### src/rtl/dram1k_host_map.svh
// constants for the 1k x 1 dynamic ram access-cycle controller
// assumes a 4 ns controller clock; counts round as the timing demands
`ifndef DRAM1K_HOST_MAP_SVH
`define DRAM1K_HOST_MAP_SVH

`define D1K_CLK_NS       4
`define D1K_ADDR_W       10
`define D1K_ROW_W        5
`define D1K_ROWS         32
// least times in ns
`define D1K_T_PRE_NS     125
`define D1K_T_ACC_NS     300
`define D1K_T_WP_NS      50
`define D1K_T_CYC_NS     580
// longest time in ns for one full refresh pass
`define D1K_T_REF_NS     2000000
// least times round up to whole cycles
`define D1K_T_PRE_CYC    ((`D1K_T_PRE_NS + `D1K_CLK_NS - 1) / `D1K_CLK_NS)
`define D1K_T_ACC_CYC    ((`D1K_T_ACC_NS + `D1K_CLK_NS - 1) / `D1K_CLK_NS)
`define D1K_T_WP_CYC     ((`D1K_T_WP_NS + `D1K_CLK_NS - 1) / `D1K_CLK_NS)
`define D1K_T_CYC_CYC    ((`D1K_T_CYC_NS + `D1K_CLK_NS - 1) / `D1K_CLK_NS)
// per-row spacing rounds down, with two access cycles of slack for arbitration
`define D1K_REF_INT_CYC  ((`D1K_T_REF_NS / `D1K_ROWS - 2 * `D1K_T_CYC_NS) / `D1K_CLK_NS)

`endif

### src/rtl/dram1k_pkg.sv
// types shared by the 1k x 1 dynamic ram controller
// assumes dram1k_host_map.svh supplies the widths
`include "dram1k_host_map.svh"

package dram1k_pkg;

  typedef enum logic [2:0] {
    ST_IDLE,
    ST_PRE,
    ST_ACC,
    ST_WP,
    ST_REC
  } dram1k_state_t;

  typedef struct packed {
    logic                   valid;
    logic                   write;
    logic                   rmw;
    logic [`D1K_ADDR_W-1:0] addr;
    logic                   wdata;
  } dram1k_req_t;

  typedef struct packed {
    logic valid;
    logic rdata;
  } dram1k_rsp_t;

endpackage : dram1k_pkg

### src/rtl/dram1k_host.sv
// controller that runs read, write, read-modify-write and refresh cycles
// on a 1k x 1 dynamic ram; dram output is synchronous to CLK here
//
// What this block does
// - writes pulse read/write low with data held stable at the address.
// - read-modify-write returns read data before the write pulse, same cycle.
// - refresh is a read cycle stepping through all five low address bits.
// - every refresh row is visited within the two millisecond refresh period.
`timescale 1ns/1ps

module dram1k_host
  import dram1k_pkg::*;
#(
  parameter int REF_INTERVAL = `D1K_REF_INT_CYC
) (
  // clock and reset
  input  wire logic                   CLK,
  input  wire logic                   RESET_N,
  // user request and answer
  input  wire dram1k_req_t            REQ,
  output logic                        REQ_READY,
  output dram1k_rsp_t                 RSP,
  output logic                        REFRESH_BUSY,
  // dram pins
  output logic [`D1K_ADDR_W-1:0]      DRAM_ADDR,
  output logic                        DRAM_RW,
  output logic                        DRAM_PRE,
  output logic                        DRAM_CE,
  output logic                        DRAM_DIN,
  input  wire logic                   DRAM_DOUT
);

  localparam int PRE_C = `D1K_T_PRE_CYC;
  localparam int ACC_C = `D1K_T_ACC_CYC;
  localparam int WP_C  = `D1K_T_WP_CYC;
  localparam int CYC_C = `D1K_T_CYC_CYC;

  if (REF_INTERVAL < 2 * CYC_C || REF_INTERVAL > 65000) begin : g_chk
    $error("REF_INTERVAL must fit two access cycles and the 16-bit tick counter");
  end

  // ==========================================================
  // phase timing
  // ==========================================================
  function automatic logic [7:0] phase_len(dram1k_state_t st, logic wr);
    logic [7:0] len;
    len = 8'h01;
    case (st)
      ST_PRE:  len = 8'(PRE_C);
      ST_ACC:  len = 8'(ACC_C);
      ST_WP:   len = 8'(WP_C);
      ST_REC:  len = wr ? 8'(CYC_C - PRE_C - ACC_C - WP_C) : 8'(CYC_C - PRE_C - ACC_C);
      default: len = 8'h01;
    endcase
    return len;
  endfunction : phase_len

  dram1k_state_t          state_r;
  dram1k_state_t          state_nxt;
  logic [7:0]             cnt_r;
  logic                   is_ref_r;
  logic                   wr_r;
  logic                   rmw_r;
  logic [`D1K_ROW_W-1:0]  row_r;
  logic [15:0]            tick_r;
  logic                   ref_pend_r;
  logic                   ref_pend_nxt;
  logic                   take_req;
  logic                   take_ref;
  logic                   phase_end;
  logic                   tick_hit;
  logic                   rsp_sent_r;

  assign phase_end = (state_r != ST_IDLE) && (cnt_r == phase_len(state_r, wr_r) - 8'h01);
  assign take_req  = (state_r == ST_IDLE) && REQ.valid && REQ_READY;
  assign take_ref  = (state_r == ST_IDLE) && ref_pend_r && !take_req;
  assign tick_hit  = (tick_r == 16'(REF_INTERVAL - 1));

  // ==========================================================
  // refresh pacing
  // ==========================================================
  // evenly spaced ticks
  always_ff @(posedge CLK or negedge RESET_N) begin
    if (!RESET_N) begin
      tick_r <= 16'h0000;
    end else if (tick_hit) begin
      tick_r <= 16'h0000;
    end else begin
      tick_r <= tick_r + 16'h0001;
    end
  end

  // set wins over the clear when both land together
  always_comb begin
    ref_pend_nxt = ref_pend_r;
    if (take_ref) begin
      ref_pend_nxt = 1'b0;
    end
    if (tick_hit) begin
      ref_pend_nxt = 1'b1;
    end
  end

  always_ff @(posedge CLK or negedge RESET_N) begin
    if (!RESET_N) begin
      ref_pend_r <= 1'b0;
    end else begin
      ref_pend_r <= ref_pend_nxt;
    end
  end

  always_ff @(posedge CLK or negedge RESET_N) begin
    if (!RESET_N) begin
      row_r <= 5'h00;
    end else if (take_ref) begin
      row_r <= row_r + 5'h01;
    end
  end

  // ==========================================================
  // cycle sequencer
  // ==========================================================
  always_comb begin
    state_nxt = state_r;
    case (state_r)
      ST_IDLE: begin
        if (take_req || take_ref) begin
          state_nxt = ST_PRE;
        end
      end
      ST_PRE: begin
        if (phase_end) begin
          state_nxt = ST_ACC;
        end
      end
      ST_ACC: begin
        if (phase_end) begin
          state_nxt = wr_r ? ST_WP : ST_REC;
        end
      end
      ST_WP: begin
        if (phase_end) begin
          state_nxt = ST_REC;
        end
      end
      ST_REC: begin
        if (phase_end) begin
          state_nxt = ST_IDLE;
        end
      end
      default: state_nxt = ST_IDLE;
    endcase
  end

  always_ff @(posedge CLK or negedge RESET_N) begin
    if (!RESET_N) begin
      state_r <= ST_IDLE;
      cnt_r   <= 8'h00;
    end else begin
      state_r <= state_nxt;
      cnt_r   <= (state_nxt != state_r) ? 8'h00 : cnt_r + 8'h01;
    end
  end

  always_ff @(posedge CLK or negedge RESET_N) begin
    if (!RESET_N) begin
      is_ref_r <= 1'b0;
      wr_r     <= 1'b0;
      rmw_r    <= 1'b0;
    end else if (take_req) begin
      is_ref_r <= 1'b0;
      wr_r     <= REQ.write | REQ.rmw;
      rmw_r    <= REQ.rmw;
    end else if (take_ref) begin
      is_ref_r <= 1'b1;
      wr_r     <= 1'b0;
      rmw_r    <= 1'b0;
    end
  end

  // ==========================================================
  // dram pins, all registered
  // ==========================================================
  always_ff @(posedge CLK or negedge RESET_N) begin
    if (!RESET_N) begin
      DRAM_ADDR <= 10'h000;
      DRAM_DIN  <= 1'b0;
    end else if (take_req) begin
      DRAM_ADDR <= REQ.addr;
      DRAM_DIN  <= REQ.wdata;
    end else if (take_ref) begin
      DRAM_ADDR <= {5'h00, row_r};
    end
  end

  always_ff @(posedge CLK or negedge RESET_N) begin
    if (!RESET_N) begin
      DRAM_PRE <= 1'b0;
      DRAM_CE  <= 1'b1;
      DRAM_RW  <= 1'b1;
    end else begin
      DRAM_PRE <= (state_nxt == ST_PRE);
      DRAM_CE  <= !((state_nxt == ST_ACC) || (state_nxt == ST_WP));
      DRAM_RW  <= (state_nxt != ST_WP);
    end
  end

  // ==========================================================
  // answers
  // ==========================================================
  // capture read data at end of access
  always_ff @(posedge CLK or negedge RESET_N) begin
    if (!RESET_N) begin
      RSP        <= '0;
      rsp_sent_r <= 1'b0;
    end else begin
      RSP.valid <= 1'b0;
      if (state_r == ST_ACC && phase_end && !is_ref_r && (!wr_r || rmw_r)) begin
        RSP.valid  <= 1'b1;
        RSP.rdata  <= DRAM_DOUT;
        rsp_sent_r <= 1'b1;
      end else if (state_r == ST_IDLE) begin
        rsp_sent_r <= 1'b0;
      end
    end
  end

  always_ff @(posedge CLK or negedge RESET_N) begin
    if (!RESET_N) begin
      REQ_READY    <= 1'b0;
      REFRESH_BUSY <= 1'b0;
    end else begin
      REQ_READY    <= (state_nxt == ST_IDLE) && !ref_pend_nxt && !take_req && !take_ref;
      REFRESH_BUSY <= take_ref || (is_ref_r && state_nxt != ST_IDLE);
    end
  end

  // ==========================================================
  // checks
  // ==========================================================
  logic [7:0]  wp_len_r;
  logic [15:0] gap_r;

  always_ff @(posedge CLK or negedge RESET_N) begin
    if (!RESET_N) begin
      wp_len_r <= 8'h00;
      gap_r    <= 16'h0000;
    end else begin
      wp_len_r <= DRAM_RW ? 8'h00 : wp_len_r + 8'h01;
      gap_r    <= take_ref ? 16'h0000 : gap_r + 16'h0001;
    end
  end

  write_pulse_a: assert property (@(posedge CLK) disable iff (!RESET_N)
    $rose(DRAM_RW) |-> wp_len_r == 8'(WP_C))
    else $error("write pulse width wrong");

  write_data_a: assert property (@(posedge CLK) disable iff (!RESET_N)
    (!DRAM_RW && !$fell(DRAM_RW)) |-> ($stable(DRAM_DIN) && $stable(DRAM_ADDR) && !DRAM_CE))
    else $error("data or address moved during write pulse");

  rmw_order_a: assert property (@(posedge CLK) disable iff (!RESET_N)
    ($fell(DRAM_RW) && rmw_r) |-> rsp_sent_r)
    else $error("rmw write before read answer");

  row_step_a: assert property (@(posedge CLK) disable iff (!RESET_N)
    take_ref |=> (row_r == $past(row_r) + 5'h01) && DRAM_ADDR[9:5] == 5'h00 && DRAM_RW)
    else $error("refresh row did not step");

  ref_gap_a: assert property (@(posedge CLK) disable iff (!RESET_N)
    gap_r <= 16'(REF_INTERVAL + 2 * CYC_C))
    else $error("refresh gap too long");

  ref_prio_a: assert property (@(posedge CLK) disable iff (!RESET_N)
    (state_r == ST_IDLE && ref_pend_r && !REQ_READY) |=> (state_r == ST_PRE && is_ref_r))
    else $error("pending refresh not started");

endmodule : dram1k_host

### config.mk
export PLATFORM = sky130hd
export DESIGN_NAME = dram1k_host
export DESIGN_NICKNAME = d
export VERILOG_FILES = /design/src/rtl/dram1k_pkg.sv /design/src/rtl/dram1k_host.sv
export VERILOG_INCLUDE_DIRS = /design/src /design/src/rtl
export SDC_FILE = /design/constraint.sdc
export NUM_CORES = 1
export LEC_CHECK = 0
export BUFFER_PORTS_ARGS = -buffer_cell sky130_fd_sc_hd__buf_2
export CAP_MARGIN = 20
export CORE_MARGIN = 5
export CORE_UTILIZATION = 34
export DETAILED_ROUTE_END_ITERATION = 10
export PLACE_DENSITY = 0.52
export SLEW_MARGIN = 5
export SYNTH_ARGS = -nofsm -noshare
export SYNTH_HDL_FRONTEND = slang
export SYNTH_SLANG_ARGS = --single-unit
### constraint.sdc
create_clock -name CLK -period 3.45 [get_ports CLK]
set_input_delay 0.5175 -clock CLK [delete_from_list [all_inputs] [get_ports CLK]]
set_output_delay 0.5175 -clock CLK [all_outputs]
set_load 0.01 [all_outputs]
==> out/results.tsv <==
stage	metric	value	unit
routing	wire length per cell	14.1	um
floorplan	initial core utilization	0.351	
pwr	VDD IR max	0.000184	V
global_route	vias in the first global route	2043	
setup_path	Buf/Inv on CP	1	
clock_tree	Clock Pin Slew Worst Setup and Hold Paths	0.10	ns
clock_tree	# hold bufs at CTS	0	
sta	worst slew pin tran	0.643	ns
sta	fin crit share	0.884	
placed_design	number of buffers added on ports	34	
synth	Mapped Cells	256	
floorplan	Die Height	99.5	um
worst_hold_path	worst hold path type	in -> async	
synth	syn_nets	278	
setup_path	critical path launch point type	flop	
synth	synth unique cells	53	
synth	Yosys top cell area share	0.478	
setup_path	Crit Path Max Fanout	14	
setup_path	delay of the slowest critical-path stage	0.62	ns
synth	Post-synth ARST share	1.00	
layout	Filler cells	801	
synth	Avg Inst Size Synth	10.6	um^2
setup_path	Largest delay share family, worst path	simple AND/OR/NAND/NOR gates	
sta	final setup violation count	0	
sta	min Tclk post-route	3.05	ns
sta	RSZ-0062 raised after global routing	false	
synth	Yosys warning count	0	
global_route	first-pass GRT wire length	9820	um
clock_tree	total CTS buffers	5	
floorplan	CORE AREA	7770	um^2
floorplan	Die ar.	9910	um^2
routing	DR vias/cell	5.06	
global_route	largest net degree at the start of global routing	48	
run	number of max-cap violations	0	
routing	DRC	0	
synth	Synth top cells by count	dfrtp_1 (52), nor2_1 (28), nand2_1 (19)	
pwr	combinational power share	0.021	
floorplan	Die X-Extent	99.5	um
sta	Setup WS post-layout	0.399	ns
clock_tree	postcts setup bufs	0	
floorplan	IO Pins	35	
sta	max_slew headroom	0.571	
pwr	Leak	1.44	nW
global_route	gr ovfl total	0	
setup_path	cells along the critical path	inv_1 > nor2_1 > o21ba_2 > nor2_1 > ha_1 > xnor2_1 > nor3_1 > and4bb_2 > nand4bb_4 > nor3_4 > mux2_1	
layout	post-route insts no fill	392	
synth	area of the mapped netlist	2730	um^2
pwr	Int Power	0.000824	W
clock_tree	clk sinks	54	
sta	Final Skew	0.00715	ns
placed_design	Place WS	0.450	ns
setup_path	crit path DAT	3.25	ns
synth	most common cell in the netlist	dfrtp_1	
layout	final antenna diode count	0	
sta	Max Freq	328	MHz
synth	EDFF count, synth	0	
clock_tree	Clock Tree Root	clkbuf_8	
clock_tree	H-tree depth	2	
pwr	NetSw	0.000221	W
synth	cell taking the most area after synthesis	dfrtp_1	
layout	final net count	311	
global_route	GRT Resource Usage Total	0.122	
setup_path	R2R Path End	RSP[0]$_DFFE_PN0P_	
synth	Synth Register Bits	54	
sta	aggregate negative setup slack	0	ns
routing	final wirelength	5530	um
placed_design	Final Wtd Congestion	0.908	
setup_path	reg-to-reg setup timing slack	0.40	ns
placed_design	DP Cell Count	384	
routing	Routed Antenna Nets	0	
setup_path	Slowest cell on crit path	dfrtp_1	
floorplan	Rows	32	
setup_path	crit-path most repeated cell	nor2_1	
placed_design	DP Wirelength	3940	um
routing	DRT iter0 DRCs	83	
sta	Pins Over Slew Limit	0	
layout	Area Growth Syn to Fin	14.0	%
synth	sequential-to-total area share from yosys stat	0.497	
layout	share of layout cells above drive strength 1	0.228	
routing	routed vias	1983	
synth	synth top area cells	dfrtp_1 (48%), xor2_1 (4.5%), xnor2_1 (4.2%), nor2_1 (3.9%), nand2_1 (2.6%)	
pwr	PwrDens	337	nW/um^2
synth	Synth Flop Type	dfrtp_1	
setup_path	WP data required	3.65	ns
clock_tree	CTS tree	done	
global_route	initial antenna violation count	0	
status	outcome	completed	
clock_tree	later-pin clock latency in the skew report	0.30	ns
sta	Fin. Hold Viols	0	
setup_path	Setup CP Type	reg -> reg	
setup_path	crit end category	flop	
clock_tree	clock buffer depth	2	
pwr	part of the power in registers	0.605	
routing	first drt pass iteration count	4	
pwr	Sw Share	0.212	
setup_path	worst r2r src	state_r[0]$_DFF_PN0_	
setup_path	Reg2Reg Depth	11	
pwr	Clock power frac	0.374	
clock_tree	CTS resizes	0	
## state kept, by name (all words and copies together) (netlist names)
register	count
tick_r	16
state_r	3
cnt_r	8
DRAM_RW	1
ref_pend_r	1
is_ref_r	1
row_r	5
DRAM_CE	1
DRAM_ADDR	10
rmw_r	1
REFRESH_BUSY	1
REQ_READY	1
wr_r	1
DRAM_PRE	1
DRAM_DIN	1
RSP	2
## cell type report
class                   count  area [um^2]  share of cell area
clock inverters             1         8.76             0.00282
clock buffers               7         96.3              0.0310
flip-flops and latches     54         1350               0.436
well taps                 102          128              0.0411
multi-input cells         182         1290               0.414
repair buffers             39          208              0.0669
inverters                   7         26.3             0.00846
## cell families after synthesis
kind of cell	count (synthesis)	share of synthesized area
and+or+nand+nor	99	0.208
DFF	54	0.497
AOI/OAI and AO/OA	47	0.136
xor gates and xnor gates	28	0.0927
buffers and inverters	20	0.0312
adders and majority gates	5	0.0230
muxes	3	0.0124
## layout by cell type (no fill, tap or decap), types with 6 or more instances in the layout
master and count:
a211oi_1 8, a21oi_1 7, a22o_1 7, a22oi_1 6, and3_1 7, buf_2 34
clkbuf_8 7, dfrtp_1 52, inv_1 6, nand2_1 19, nand3_1 12, nor2_1 28
nor3_1 6, o21ai_0 6, xnor2_1 13, xor2_1 14
## through the flow
step | area [um^2] | util | total power (W) | hold slack [ns]
global placement | 3000 | 0.386 | 0.000668 | 0.369
finish | 3110 | 0.400 | 0.00105 | 0.0341
global route | 3110 | 0.400 | 0.00109 | 0.0343
floorplan | 2730 | - | 0.000646 | 0.222
detailed placement | 3000 | 0.386 | 0.000668 | 0.372
CTS | 3110 | 0.400 | 0.00106 | 0.0312
## power groups by stage
stage / Clock, W / Combinational, W / Sequential [W]
2_1_floorplan: 0 / 0.000000457 / 0.000645
3_3_place_gp: 0 / 0.0000232 / 0.000645
3_5_place_dp: 0 / 0.0000234 / 0.000645
4_1_cts: 0.000407 / 0.0000233 / 0.000633
5_1_grt: 0.000432 / 0.0000262 / 0.000633
6_report: 0.000391 / 0.0000220 / 0.000633
## worst max path at each step
stage | start | to | slack, ns | depth (start not counted)
floorplan | state_r[1]$_DFF_PN0_ | RSP[0]$_DFFE_PN0P_ | 0.70 | 11
global placement | state_r[2]$_DFF_PN0_ | RSP[0]$_DFFE_PN0P_ | 0.55 | 10
detailed placement | state_r[0]$_DFF_PN0_ | RSP[0]$_DFFE_PN0P_ | 0.45 | 11
CTS | state_r[0]$_DFF_PN0_ | RSP[0]$_DFFE_PN0P_ | 0.41 | 11
global route | state_r[0]$_DFF_PN0_ | cnt_r[4]$_DFF_PN0_ | 0.19 | 11
finish | state_r[0]$_DFF_PN0_ | RSP[0]$_DFFE_PN0P_ | 0.40 | 11
## routing by layer
metal,routed length (um),part of all wire,global-route usage
met5,0,0,0
met4,82,0.015,0.0357
met3,164,0.030,0.0245
met2,2660,0.48,0.205
met1,2630,0.48,0.159
Power figures use the tool's default switching activity.
